<file path="src/shbpwm_pkg.sv">
// Purpose: Shared constants and types for the switch-configured half-bridge PWM block
// Assumes: 200 MHz system clock
// Notes: Register map is two words on AXI4-Lite
`default_nettype none
package shbpwm_pkg;
  localparam int CLK_HZ = 200_000_000;
  localparam int CLK_PERIOD_NS = 5;
  localparam int FREQ_STEP_HZ = 5_000;
  localparam int DEAD_STEP_NS = 400;
  localparam int DEAD_STEP_CYC = DEAD_STEP_NS / CLK_PERIOD_NS;
  localparam int MS_NS = 1_000_000;
  localparam int MS_CYC_DEFAULT = MS_NS / CLK_PERIOD_NS;
  localparam int LED_STEP_MS = 250;
  localparam int BLINK_HALF_MS = 250;
  localparam int DEBOUNCE_MS = 10;
  localparam int PERIOD_W = 16;
  localparam int DEAD_W = 10;
  localparam int CODE_W = 3;
  localparam int CODES = 8;
  localparam int BUTTONS = 2;
  localparam int BTN_START_STOP = 0;
  localparam int BTN_SLEEP = 1;
  localparam logic [5:0] EXT_CODE = 6'h3f;
  localparam logic [1:0] LAST_SEQ_STEP = 2'h3;
  // Register map
  localparam logic [31:0] CTRL_OFS = 32'h0000_0000;
  localparam logic [31:0] STATUS_OFS = 32'h0000_0004;
  localparam int CTRL_LOGIC_LDO_BIT = 0;
  localparam int CTRL_GATE_LDO_BIT = 1;
  localparam int CTRL_START_STOP_BIT = 2;
  localparam int CTRL_SLEEP_BIT = 3;
  localparam logic [1:0] CTRL_LDO_RESET = 2'h3;
  localparam int ST_RUN_BIT = 0;
  localparam int ST_SLEEP_BIT = 1;
  localparam int ST_EXT_BIT = 2;
  localparam int ST_SEQ_BIT = 3;
  localparam int ST_FREQ_LSB = 4;
  localparam int ST_DEAD_LSB = 8;
  localparam int ST_DIP_LSB = 16;
  localparam int ST_DUTY_LSB = 24;
  localparam logic [1:0] RESP_OKAY = 2'h0;
  localparam logic [1:0] RESP_SLVERR = 2'h2;

  typedef enum logic [2:0] {
    ST_POWER_SEQ = 3'h0,
    ST_STOPPED = 3'h1,
    ST_RUNNING = 3'h3,
    ST_SLEEP = 3'h2,
    ST_EXTERNAL = 3'h6
  } shbpwm_state_e;

  typedef struct packed {
    logic [CODE_W-1:0] dead_code;
    logic [CODE_W-1:0] freq_code;
  } shbpwm_cfg_s;

  typedef struct packed {
    logic external_mode_indicator;
    logic spare_indicator;
    logic sleep_indicator;
    logic run_indicator;
  } shbpwm_leds_s;
endpackage
`default_nettype wire

</file>
<file path="src/shbpwm_top.sv">
// Purpose: Half-bridge PWM controller with switch setup, buttons, indicators
// Assumes: 200 MHz aclk, buttons and switch are asynchronous pins
// Notes: Duty value is an ADC word on the aclk domain
//
// The address map and the AXI4-Lite slave port are this design's own decisions.
`timescale 1ns/100ps
`default_nettype none
module shbpwm_top #(
  parameter int MS_CYC = shbpwm_pkg::MS_CYC_DEFAULT,
  parameter int STEP_MS = shbpwm_pkg::LED_STEP_MS,
  parameter int BLINK_MS = shbpwm_pkg::BLINK_HALF_MS,
  parameter int DEB_MS = shbpwm_pkg::DEBOUNCE_MS,
  parameter int DUTY_W = 8
) (
  input wire logic aclk,
  input wire logic aresetn,
  input wire logic [5:0] dip_switch,
  input wire logic start_stop_button_n,
  input wire logic sleep_button_n,
  input wire logic [DUTY_W-1:0] duty_potentiometer,
  input wire logic [31:0] awaddr,
  input wire logic awvalid,
  output logic awready,
  input wire logic [31:0] wdata,
  input wire logic [3:0] wstrb,
  input wire logic wvalid,
  output logic wready,
  output logic [1:0] bresp,
  output logic bvalid,
  input wire logic bready,
  input wire logic [31:0] araddr,
  input wire logic arvalid,
  output logic arready,
  output logic [31:0] rdata,
  output logic [1:0] rresp,
  output logic rvalid,
  input wire logic rready,
  output logic high_side_drive,
  output logic low_side_drive,
  output logic logic_ldo_enable,
  output logic gate_ldo_enable,
  output logic drive_buffer_enable_n,
  output logic rail_enable_buffer_enable_n,
  output shbpwm_pkg::shbpwm_leds_s indicators
);
  localparam int PW = shbpwm_pkg::PERIOD_W;
  localparam int DW = shbpwm_pkg::DEAD_W;

  shbpwm_pkg::shbpwm_state_e state_reg, state_next;
  shbpwm_pkg::shbpwm_cfg_s cfg_reg;
  shbpwm_pkg::shbpwm_leds_s leds_reg;
  logic [5:0] dip_meta_reg, dip_sync_reg;
  logic [17:0] ms_cnt_reg;
  logic ms_tick_reg;
  logic [1:0] seq_step_reg;
  logic [9:0] seq_ms_reg, blink_ms_reg;
  logic blink_reg;
  logic [PW-1:0] pwm_cnt_reg;
  logic [DW-1:0] dead_cnt_reg;
  logic target_reg, hs_reg, ls_reg, drv_rel_reg, rail_rel_reg;
  logic [1:0] ldo_reg;
  logic sw_ss_reg, sw_sl_reg;
  logic awready_reg, wready_reg, bvalid_reg, arready_reg, rvalid_reg;
  logic [31:0] awaddr_reg, wdata_reg, rdata_reg;
  logic [3:0] wstrb_reg;
  logic [1:0] bresp_reg, rresp_reg;
  logic [DW:0] low_gap_reg;
  localparam int BUTTONS_W = shbpwm_pkg::BUTTONS;
  logic capture;
  logic [BUTTONS_W-1:0] press;
  logic [PW-1:0] period_tab [shbpwm_pkg::CODES];

  // Buttons, sampled every clock and debounced on ms ticks
  wire [BUTTONS_W-1:0] button_n = {sleep_button_n, start_stop_button_n};
  genvar gi;
  generate
    for (gi = 0; gi < BUTTONS_W; gi++) begin : g_btn
      shbpwm_debounce #(.DEB_MS(DEB_MS)) u_deb (
        .aclk(aclk),
        .aresetn(aresetn),
        .tick_ms(ms_tick_reg),
        .button_n(button_n[gi]),
        .press(press[gi])
      );
    end
    for (gi = 0; gi < shbpwm_pkg::CODES; gi++) begin : g_period
      assign period_tab[gi] = PW'(shbpwm_pkg::CLK_HZ / (shbpwm_pkg::FREQ_STEP_HZ * (gi + 1)));
    end
  endgenerate

  wire ss_ev = press[shbpwm_pkg::BTN_START_STOP] | sw_ss_reg;
  wire sl_ev = press[shbpwm_pkg::BTN_SLEEP] | sw_sl_reg;
  wire all_on = dip_sync_reg == shbpwm_pkg::EXT_CODE;
  wire running = state_reg == shbpwm_pkg::ST_RUNNING;
  wire in_seq = state_reg == shbpwm_pkg::ST_POWER_SEQ;
  wire in_ext = state_reg == shbpwm_pkg::ST_EXTERNAL;
  wire in_sleep = state_reg == shbpwm_pkg::ST_SLEEP;
  wire ms_wrap = ms_cnt_reg == 18'(MS_CYC - 1);
  wire step_end = ms_tick_reg && (seq_ms_reg == 10'(STEP_MS - 1));
  wire seq_done = step_end && (seq_step_reg == shbpwm_pkg::LAST_SEQ_STEP);
  wire blink_end = ms_tick_reg && (blink_ms_reg == 10'(BLINK_MS - 1));
  wire start_cmd = ss_ev && !all_on;

  // Fixed periods; a running frame never sees the switch change
  wire [PW-1:0] period_cyc = period_tab[cfg_reg.freq_code];
  wire [DW-1:0] dead_cyc = DW'(cfg_reg.dead_code * shbpwm_pkg::DEAD_STEP_CYC);
  wire [PW+DUTY_W-1:0] on_prod = period_cyc * duty_potentiometer;
  wire [PW-1:0] on_cyc = on_prod[PW+DUTY_W-1 -: PW];
  wire raw_high = running && (pwm_cnt_reg < on_cyc);
  wire pwm_wrap = pwm_cnt_reg == (period_cyc - 16'h0001);

  always_comb begin
    state_next = state_reg;
    capture = 1'b0;
    case (state_reg)
      shbpwm_pkg::ST_POWER_SEQ: begin
        if (seq_done) begin
          state_next = shbpwm_pkg::ST_STOPPED;
        end
      end
      shbpwm_pkg::ST_STOPPED: begin
        if (ss_ev) begin
          capture = 1'b1;
          state_next = all_on ? shbpwm_pkg::ST_EXTERNAL : shbpwm_pkg::ST_RUNNING;
        end else if (sl_ev) begin
          state_next = shbpwm_pkg::ST_SLEEP;
        end
      end
      shbpwm_pkg::ST_RUNNING: begin
        // Sleep wins when both buttons land together: safer to stop
        if (sl_ev) begin
          state_next = shbpwm_pkg::ST_SLEEP;
        end else if (ss_ev) begin
          state_next = shbpwm_pkg::ST_STOPPED;
        end
      end
      shbpwm_pkg::ST_SLEEP: begin
        if (ss_ev) begin
          capture = 1'b1;
          state_next = all_on ? shbpwm_pkg::ST_EXTERNAL : shbpwm_pkg::ST_RUNNING;
        end else if (sl_ev) begin
          state_next = shbpwm_pkg::ST_STOPPED;
        end
      end
      shbpwm_pkg::ST_EXTERNAL: begin
        // Start/stop ignored so the indicator stays lit while configured
        if (!all_on) begin
          state_next = shbpwm_pkg::ST_STOPPED;
        end
      end
      default: state_next = shbpwm_pkg::ST_POWER_SEQ;
    endcase
  end

  // Control, timing and switch sampling
  always_ff @(posedge aclk) begin
    if (!aresetn) begin
      state_reg <= shbpwm_pkg::ST_POWER_SEQ;
      dip_meta_reg <= 6'h00;
      dip_sync_reg <= 6'h00;
      cfg_reg <= '0;
      ms_cnt_reg <= 18'h00000;
      ms_tick_reg <= 1'b0;
      seq_step_reg <= 2'h0;
      seq_ms_reg <= 10'h000;
      blink_ms_reg <= 10'h000;
      blink_reg <= 1'b0;
    end else begin
      dip_meta_reg <= dip_switch;
      dip_sync_reg <= dip_meta_reg;
      state_reg <= state_next;
      if (capture) begin
        cfg_reg <= dip_sync_reg;
      end
      ms_cnt_reg <= ms_wrap ? 18'h00000 : ms_cnt_reg + 18'h00001;
      ms_tick_reg <= ms_wrap;
      if (step_end) begin
        seq_ms_reg <= 10'h000;
        seq_step_reg <= seq_step_reg + 2'h1;
      end else if (ms_tick_reg && in_seq) begin
        seq_ms_reg <= seq_ms_reg + 10'h001;
      end
      if (state_next != shbpwm_pkg::ST_RUNNING || capture) begin
        blink_ms_reg <= 10'h000;
        blink_reg <= 1'b1;
      end else if (blink_end) begin
        blink_ms_reg <= 10'h000;
        blink_reg <= !blink_reg;
      end else if (ms_tick_reg) begin
        blink_ms_reg <= blink_ms_reg + 10'h001;
      end
    end
  end

  // Gate drive with dead-time; any edge of the raw PWM forces both low first
  always_ff @(posedge aclk) begin
    if (!aresetn || !running) begin
      pwm_cnt_reg <= '0;
      dead_cnt_reg <= '0;
      target_reg <= 1'b0;
      hs_reg <= 1'b0;
      ls_reg <= 1'b0;
    end else begin
      pwm_cnt_reg <= pwm_wrap ? '0 : pwm_cnt_reg + 16'h0001;
      if (raw_high != target_reg) begin
        target_reg <= raw_high;
        hs_reg <= 1'b0;
        ls_reg <= 1'b0;
        dead_cnt_reg <= dead_cyc;
      end else if (dead_cnt_reg != '0) begin
        dead_cnt_reg <= dead_cnt_reg - 10'h001;
      end else begin
        hs_reg <= target_reg;
        ls_reg <= !target_reg;
      end
    end
  end

  // Indicators and output release
  always_ff @(posedge aclk) begin
    if (!aresetn) begin
      leds_reg <= '0;
      drv_rel_reg <= 1'b1;
      rail_rel_reg <= 1'b1;
    end else begin
      leds_reg.run_indicator <= (in_seq && seq_step_reg == 2'h0) || (running && blink_reg);
      leds_reg.sleep_indicator <= (in_seq && seq_step_reg == 2'h1) || in_sleep;
      leds_reg.spare_indicator <= in_seq && seq_step_reg == 2'h2;
      leds_reg.external_mode_indicator <= (in_seq && seq_step_reg == 2'h3) || in_ext;
      drv_rel_reg <= all_on || in_ext;
      rail_rel_reg <= all_on || in_ext;
    end
  end

  // AXI4-Lite slave, one write and one read at a time
  wire aw_take = awvalid && awready_reg;
  wire w_take = wvalid && wready_reg;
  wire do_write = !awready_reg && !wready_reg && !bvalid_reg;
  wire wr_ctrl = do_write && (awaddr_reg == shbpwm_pkg::CTRL_OFS);
  wire wr_hit = wr_ctrl || (awaddr_reg == shbpwm_pkg::STATUS_OFS);
  wire ar_take = arvalid && arready_reg;
  logic [31:0] status_word;
  always_comb begin
    status_word = 32'h0000_0000;
    status_word[shbpwm_pkg::ST_RUN_BIT] = running;
    status_word[shbpwm_pkg::ST_SLEEP_BIT] = in_sleep;
    status_word[shbpwm_pkg::ST_EXT_BIT] = in_ext;
    status_word[shbpwm_pkg::ST_SEQ_BIT] = in_seq;
    status_word[shbpwm_pkg::ST_FREQ_LSB +: 3] = cfg_reg.freq_code;
    status_word[shbpwm_pkg::ST_DEAD_LSB +: 3] = cfg_reg.dead_code;
    status_word[shbpwm_pkg::ST_DIP_LSB +: 6] = dip_sync_reg;
    status_word[shbpwm_pkg::ST_DUTY_LSB +: 8] = 8'(duty_potentiometer);
  end
  wire rd_ctrl = araddr == shbpwm_pkg::CTRL_OFS;
  wire rd_stat = araddr == shbpwm_pkg::STATUS_OFS;
  wire [31:0] rd_word = rd_ctrl ? {30'h0, ldo_reg} : (rd_stat ? status_word : 32'h0);

  always_ff @(posedge aclk) begin
    if (!aresetn) begin
      awready_reg <= 1'b1;
      wready_reg <= 1'b1;
      bvalid_reg <= 1'b0;
      bresp_reg <= shbpwm_pkg::RESP_OKAY;
      awaddr_reg <= 32'h0;
      wdata_reg <= 32'h0;
      wstrb_reg <= 4'h0;
      arready_reg <= 1'b1;
      rvalid_reg <= 1'b0;
      rdata_reg <= 32'h0;
      rresp_reg <= shbpwm_pkg::RESP_OKAY;
      ldo_reg <= shbpwm_pkg::CTRL_LDO_RESET;
      sw_ss_reg <= 1'b0;
      sw_sl_reg <= 1'b0;
    end else begin
      sw_ss_reg <= 1'b0;
      sw_sl_reg <= 1'b0;
      if (aw_take) begin
        awaddr_reg <= awaddr;
        awready_reg <= 1'b0;
      end
      if (w_take) begin
        wdata_reg <= wdata;
        wstrb_reg <= wstrb;
        wready_reg <= 1'b0;
      end
      if (do_write) begin
        bvalid_reg <= 1'b1;
        bresp_reg <= wr_hit ? shbpwm_pkg::RESP_OKAY : shbpwm_pkg::RESP_SLVERR;
      end
      if (wr_ctrl && wstrb_reg[0]) begin
        ldo_reg <= {wdata_reg[shbpwm_pkg::CTRL_GATE_LDO_BIT],
                    wdata_reg[shbpwm_pkg::CTRL_LOGIC_LDO_BIT]};
        sw_ss_reg <= wdata_reg[shbpwm_pkg::CTRL_START_STOP_BIT];
        sw_sl_reg <= wdata_reg[shbpwm_pkg::CTRL_SLEEP_BIT];
      end
      if (bvalid_reg && bready) begin
        bvalid_reg <= 1'b0;
        awready_reg <= 1'b1;
        wready_reg <= 1'b1;
      end
      if (ar_take) begin
        arready_reg <= 1'b0;
        rvalid_reg <= 1'b1;
        rdata_reg <= rd_word;
        rresp_reg <= (rd_ctrl || rd_stat) ? shbpwm_pkg::RESP_OKAY : shbpwm_pkg::RESP_SLVERR;
      end else if (rvalid_reg && rready) begin
        rvalid_reg <= 1'b0;
        arready_reg <= 1'b1;
      end
    end
  end

  assign awready = awready_reg;
  assign wready = wready_reg;
  assign bvalid = bvalid_reg;
  assign bresp = bresp_reg;
  assign arready = arready_reg;
  assign rvalid = rvalid_reg;
  assign rdata = rdata_reg;
  assign rresp = rresp_reg;
  assign high_side_drive = hs_reg;
  assign low_side_drive = ls_reg;
  assign logic_ldo_enable = ldo_reg[0];
  assign gate_ldo_enable = ldo_reg[1];
  assign drive_buffer_enable_n = drv_rel_reg;
  assign rail_enable_buffer_enable_n = rail_rel_reg;
  assign indicators = leds_reg;

  // Checking helper: consecutive cycles with both drives low
  always_ff @(posedge aclk) begin
    if (!aresetn || hs_reg || ls_reg) begin
      low_gap_reg <= '0;
    end else if (low_gap_reg != '1) begin
      low_gap_reg <= low_gap_reg + 11'h001;
    end
  end
endmodule
`default_nettype wire

</file>
<file path="src/shbpwm_debounce.sv">
// Purpose: Button synchroniser and debouncer, one pulse per press
// Assumes: Active-low button, ms tick enable from the top
// Notes: Level must be stable for DEB_MS ticks before it is accepted
`timescale 1ns/100ps
`default_nettype none
module shbpwm_debounce #(
  parameter int DEB_MS = shbpwm_pkg::DEBOUNCE_MS
) (
  input wire logic aclk,
  input wire logic aresetn,
  input wire logic tick_ms,
  input wire logic button_n,
  output logic press
);
  logic meta_reg, sync_reg, stable_reg, press_reg;
  logic [7:0] cnt_reg;
  wire differs = sync_reg != stable_reg;
  wire settled = tick_ms && (cnt_reg == 8'(DEB_MS - 1));

  always_ff @(posedge aclk) begin
    if (!aresetn) begin
      meta_reg <= 1'b1;
      sync_reg <= 1'b1;
      stable_reg <= 1'b1;
      cnt_reg <= 8'h00;
      press_reg <= 1'b0;
    end else begin
      meta_reg <= button_n;
      sync_reg <= meta_reg;
      press_reg <= 1'b0;
      if (!differs) begin
        cnt_reg <= 8'h00;
      end else if (settled) begin
        stable_reg <= sync_reg;
        press_reg <= !sync_reg;
        cnt_reg <= 8'h00;
      end else if (tick_ms) begin
        cnt_reg <= cnt_reg + 8'h01;
      end
    end
  end

  assign press = press_reg;
endmodule
`default_nettype wire

</file>
<file path="config.mk">
export PLATFORM = sky130hd
export DESIGN_NAME = shbpwm_top
export DESIGN_NICKNAME = d
export VERILOG_FILES = /design/src/shbpwm_pkg.sv /design/src/shbpwm_top.sv /design/src/shbpwm_debounce.sv
export SDC_FILE = /design/constraint.sdc
export NUM_CORES = 1
export LEC_CHECK = 0
export BUFFER_PORTS_ARGS = -buffer_cell sky130_fd_sc_hd__buf_2
export CAP_MARGIN = 40
export CORE_ASPECT_RATIO = 1.5
export CORE_MARGIN = 2
export CORE_UTILIZATION = 60
export DETAILED_ROUTE_END_ITERATION = 10
export HOLD_SLACK_MARGIN = 0.08
export PLACE_DENSITY = 0.83
export SYNTH_ARGS = -nofsm -noshare
export SYNTH_HDL_FRONTEND = slang
export SYNTH_SLANG_ARGS = --single-unit
</file>
<file path="constraint.sdc">
create_clock -name aclk -period 16.07 [get_ports aclk]
set_input_delay 1.607 -clock aclk [delete_from_list [all_inputs] [get_ports aclk]]
set_output_delay 1.607 -clock aclk [all_outputs]
set_load 0.02 [all_outputs]
</file>
# Word level (Yosys, flattened, before mapping)
# Memories as Yosys holds them, arrays and structs flattened.
# Cells that the tools add are included.
# classes
add_sub_neg	9
multipliers	2
n_lt_le_gt_ge	2
n_eq_ne	20
muxes	26
bitwise	6
n_reduce_logical	60
# op_table
operator	count
32-bit by 3-bit == test with 1-bit output, second input constant	2
32-bit logical NOT	2
32-bit 2-to-1 mux	2
16-bit 2-to-1 mux	2
3-bit 2-to-1 mux	9
16-bit by 8-bit multiplier with 24-bit output	1
1-bit logical AND	21
10-bit by 1-bit adder with 10-bit output, second input constant	2
10-bit by 8-bit == test with 1-bit output, second input constant	2
10-bit 2-to-1 mux	2
18-bit by 1-bit adder with 18-bit output, second input constant	1
18-bit == test, second input constant	1
16-bit by 1-bit adder with 16-bit output, second input constant	1
8-bit by 1-bit adder with 8-bit output, second input constant	2
16-bit == test	1
8-bit by 4-bit == test with 1-bit output, second input constant	2
16-bit < comparator	1
16-bit by 1-bit subtractor with 16-bit output, second input constant	1
3-bit case mux with 5 select lines	1
2-bit OR reduction	6
10-bit nonzero test	1
10-bit by 1-bit subtractor with 10-bit output, second input constant	1
1-bit logical NOT	9
3-bit OR reduction	3
22 further kinds	49
# totals
reg_bits	203
mem_bits_ro	128
output_inout_bits	51
wordCells	172
memories	1
# memory_table
memory	depth	word_bits	read_ports	rd_clocked_by_memory_dff	wr	line_no	text
(name not given)	8	16	1	0	0	shbpwm_top.sv:105	wire [PW-1:0] period_cyc = period_tab[cfg_reg.freq_code];

# Longest topological paths before layout
# logic_depth
word_depth	9
ltp_mapped	31

# Cells and area by module
# A second synthesis with hierarchy kept.
# unflattened
cells_unflattened	1448
area_unflattened_um2	12682.2
# modules_own_cells
module	instances	cells_each	area_per_inst_um2	seq_area_each_um2
shbpwm_top	1	1342	11648.7	3383.2
shbpwm_debounce	2	53	516.7	240.2

# Worst setup path after synthesis
# No wires, ideal clock.
# synth_timing
path_kind	input-to-reg
start	in duty_potentiometer[6]
end	reg ls_reg, in the netlist low_side_drive
setup_time_ns	0.120
t_arrival_ns	7.385
required_ns	15.950
setup_slack_ns	8.565
path_stages	23
n_path_buf	2
cell_sequence	clkbuf_1 > and2_1 > fa_1 > fa_1 > fa_1 > inv_1 > fa_1 > inv_1 > ha_1 > o211ai_1 > a21oi_1 > a2111o_1 > a211o_1 > a31oi_1 > xnor2_1 > ha_1 > and3_1 > and2_1 > a221oi_1 > o211ai_1 > buf_2 > nor3b_1 > o31a_1
# synth_between
elab_chain_len	5
# synth_rtl
item	line_no	text
start: declaration	shbpwm_top.sv:20	input wire logic [DUTY_W-1:0] duty_potentiometer,
16-bit by 8-bit multiplier with 24-bit output	shbpwm_top.sv:107	wire [PW+DUTY_W-1:0] on_prod = period_cyc * duty_potentiometer;
16-bit < comparator	shbpwm_top.sv:109	wire raw_high = running && (pwm_cnt_reg < on_cyc);
1-bit logical AND	shbpwm_top.sv:109	
1-bit != test	shbpwm_top.sv:205	if (raw_high != target_reg) begin
2-bit OR reduction (no line)	--	
end signal: assignment	shbpwm_top.sv:214	ls_reg <= !target_reg;
end: declaration	shbpwm_top.sv:60	logic target_reg, hs_reg, ls_reg, drv_rel_reg, rail_rel_reg;
# Every way passes these cells.
# A chain may end at the register's enable or synchronous reset.

# Worst setup path in the final report
# layout_timing
start	reg cfg_reg[1] (netlist name)
end	reg dead_cnt_reg[9]
# layout_between
elab_chain_len	9
word_cells_on_any_way	10
cone_classes	1 x mul; 1 x order compare; 1 x eq/ne; 3 x mux; 1 x bitwise; 2 x reduce/logical; 1 x memory
# layout_rtl
item	line_no	text
start: declaration	shbpwm_top.sv:50	shbpwm_pkg::shbpwm_cfg_s cfg_reg;
start signal: assignment	shbpwm_top.sv:173	cfg_reg <= dip_sync_reg;
3-bit NOT with 4-bit output (not written as such) (*)	shbpwm_top.sv:105	
memory read 8 x 16 bit (*)	--	
16-bit 2-to-1 mux (not written as such) (*) (2 in series)	shbpwm_top.sv:105	
16-bit by 8-bit multiplier with 24-bit output (*)	shbpwm_top.sv:107	
16-bit < comparator (*)	shbpwm_top.sv:109	
1-bit logical AND (*)	shbpwm_top.sv:109	
1-bit != test (*)	shbpwm_top.sv:205	
10-bit 2-to-1 mux or 2-bit nonzero test (tied branches)	--	
end signal: assignment	shbpwm_top.sv:209	dead_cnt_reg <= dead_cyc;
end signal: assignment	shbpwm_top.sv:211	dead_cnt_reg <= dead_cnt_reg - 10'h001;
end: declaration	shbpwm_top.sv:59	logic [DW-1:0] dead_cnt_reg;
# Every way passes the cells marked *; elsewhere a longest branch is shown, timed or not. The select of a mux whose other input is x is not followed.

==> summary.md <==
| Metric | Value |
|---|---|
| Compound-Gate Fraction of Synth Area | 9.26% |
| Placed instance count | 1830 |
| Endpoints failing hold | 0 |
| Initial antenna violation count | 0 |
| WS Path Type | reg2reg |
| Pins Over Slew Limit | 0 |
| Synth Area per Inst | 8.59 um2 |
| Crit path DAT | 8880 ps |
| H-tree level count | 4 |
| Max reg flops | 32 |
| Die W | 123 um |
| Most common cell in the netlist | dfxtp_1 |
| CTS resizes | 0 |
| Initial Util | 60.6% |
| Number of flops mapped to enable cells by yosys | 0 |
| Min-Delay Path Depth | 1 |
| Yosys warns | 0 |
| Worst-path fanout max | 24 |
| Dpl ws | 7640 ps |
| Post-synthesis adder-cell area fraction | 21.0% |
| Routed length per placed instance | 16.2 um |
| DRC | 0 |
| CP required | 16390 ps |
| CP startpoint kind | flop |
| Share of cells above drive strength 1 | 12.7% |
| Area growth, synth to finish | 11.5% |
| Max-cap viol count | 0 |
| Worst-Skew Late Latency | 450 ps |
| Maximum VDD drop | 92.8 uV |
| P_leak | 6.30 nW |
| Area share of and/or/nand/nor cells after synthesis | 24.7% |
| Filler cells | 1643 |
| 1st-pass router iterations | 6 |
| Clk slew on worst S/H paths | 70 ps |
| Top post-synthesis cells by area | dfxtp_1 30%, fa_1 13%, ha_1 7.9% |
| Xor/xnor share of the synthesized area | 6.50% |
| Multiplexer area fraction after synthesis | 1.60% |
| Final worst slack | 7510 ps |
| Clk_skew | 12.4 ps |
| Root buffer cell | clkbuf_16 |
| RR Startpoint | cfg_reg[1]$_SDFFE_PN0P_ |
| HPWL Detailed | 22300 um |
| Largest family of logic cells by synthesized area | simple AND/OR/NAND/NOR gates |
| Top post-synthesis cells by count | 193 x dfxtp_1, 151 x nand2_1, 138 x nor2_1 |
| Largest net degree at the start of global routing | 45 |
| Hold path endpoint | g_btn[0].u_deb.sync_reg$_SDFF_PN1_ |
| Critical path endpoint category | flop |
| PortBufs | 132 |
| Top_reg_cell synth | dfxtp_1 |
| NumNets Final | 1867 |
| Max Root-Sink Buffers | 2 |
| Sequential area share after synthesis | 30.5% |
| Final GP Congestion | 0.926 |
| Unrepaired setup endpoints after global routing | false |
| Worst reg-to-reg setup slack | 7510 ps |
| WHS | 411 ps |
| Setup Buffers After CTS | 0 |
| Finished Layout Cells | 1862 |
| Die ar. | 0.0223 mm2 |
| I/O pin total | 174 |
| Gr ovfl total | 0 |
| Worst Hold Class | reg2reg |
| CTS Sinks | 193 |
| Synthesized area | 0.0127 mm2 |
| Number of global-route vias before repair | 10781 |
| CTS tree | done |
| Num CTS Buffers | 17 |
| Reg-to-reg endpoint | dead_cnt_reg[9]$_SDFFE_PP0P_ |
| Leading area contributor after synthesis | dfxtp_1 |
| # rows | 65 |
| Unique masters post-synth | 64 |
| Fmax achieved | 117 MHz |
| Outcome | completed |
| Yosys reg bits | 193 |
| Hold_buf cts | 0 |
| N_diodes | 0 |
| Vias/cell | 5.71 |
| WL final | 30100 um |
| Total power | 1.14 mW |
| GRT Total Usage | 28.5% |
| Via count | 10627 |
| First-pass GRT wire length | 50300 um |
| Cell Pwr Density | 80.7 mW/mm2 |
| Post-synth ARST share | 0% |
| Final cycle utilization of the critical path | 53.3% |
| Top cell type's share of synthesized area | 30.5% |
| Die Span Y | 182 um |
| Cells after Synth | 1475 |
| Iter 0 DRT Violations | 660 |
| Fin crit period | 8560 ps |
| Hold path start | g_btn[0].u_deb.meta_reg$_SDFF_PN1_ |
| Worst Reg-to-Reg Cells | 25 |
| Setup-failing EPs final | 0 |
| Worst-Margin Slew | 938 ps |
| Rel. slew slack | 37.4% |
| Core footprint | 0.0209 mm2 |
| Fin Setup TNS | 0 ps |
| Remaining antenna violation count | 0 |
==> through the flow <==
step                util, %  area (um2)
floorplan                 -       12700
global placement       64.4       13500
detailed placement     64.7       13500
CTS                    67.6       14100
global route           67.6       14100
finish                 67.6       14100
==> where the power goes <==
part | total (mW) | switching [mW] | internal (mW)
Sequential | 0.494 | 0.00599 | 0.488
Combinational | 0.217 | 0.126 | 0.0913
Clock | 0.429 | 0.193 | 0.236
Total | 1.14 | 0.325 | 0.815
==> cell type report <==
cell class	count	area [um2]	share of cell area, %
clock buffers	19	443	3.14
clock inverters	13	151	1.07
inverters	129	484	3.43
multi-input cells	1092	8030	56.8
flip-flops and latches	193	3860	27.3
well taps	268	335	2.37
repair buffers	148	820	5.80
==> critical path: stages (launching register included) <==
cell	delay, ps
dfxtp_1	940
inv_1	200
ha_1	540
o21ai_1	710
and2_1	240
fa_1	430
fa_1	480
fa_1	550
inv_1	50
fa_1	520
inv_1	70
ha_1	360
a21oi_1	220
a21oi_1	130
a2111o_1	470
a211o_1	290
a31oi_1	200
xnor2_1	160
ha_1	270
and3_1	200
and2_1	160
a221oi_1	260
o211ai_1	180
buf_4	260
nor3b_1	160
or3_1	370
==> how the worst max path moves through the flow <==
stage	end	start	slack (ps)	cells after the start
floorplan	low_side_drive$_SDFFE_PP0N_	duty_potentiometer[6]	8570	23
global placement	dead_cnt_reg[9]$_SDFFE_PP0P_	cfg_reg[1]$_SDFFE_PN0P_	7730	25
detailed placement	dead_cnt_reg[9]$_SDFFE_PP0P_	cfg_reg[1]$_SDFFE_PN0P_	7640	25
CTS	dead_cnt_reg[9]$_SDFFE_PP0P_	cfg_reg[1]$_SDFFE_PN0P_	7610	25
global route	dead_cnt_reg[9]$_SDFFE_PP0P_	cfg_reg[1]$_SDFFE_PN0P_	7120	26
finish	dead_cnt_reg[9]$_SDFFE_PP0P_	cfg_reg[1]$_SDFFE_PN0P_	7510	25
==> cells by family after synthesis <==
kind of cell               count (synthesis)
xor gates and xnor gates                  94
AOI/OAI and AO/OA                        186
and+or+nand+nor                          619
other                                      1
buffers and inverters                    199
DFF                                      193
adders and majority gates                163
muxes                                     20
==> layer usage <==
metal  wire length [um]  global-route usage, %  part of all wire [%]  vias to the layer above
met5                  0                      0                     0                        -
met4               1640                   17.4                   5.4                        0
met3               1320                   4.24                   4.4                      121
met2              15600                   50.0                    52                      342
met1              11600                   31.9                    39                     5064
li1                   -                      -                     -                     5100
==> layout by cell type, fill, tap and decap left out, types with 27 or more instances in the layout <==
cell       n
a21oi_1   76
and2_1    55
and3_1    38
buf_2    132
dfxtp_1  193
fa_1      83
ha_1      80
inv_1    127
nand2_1  151
nand3_1   45
nor2_1   138
nor2b_1   49
nor3_1    30
o21ai_0   27
xnor2_1   40
xor2_1    54
Power figures use the tool's default switching activity.
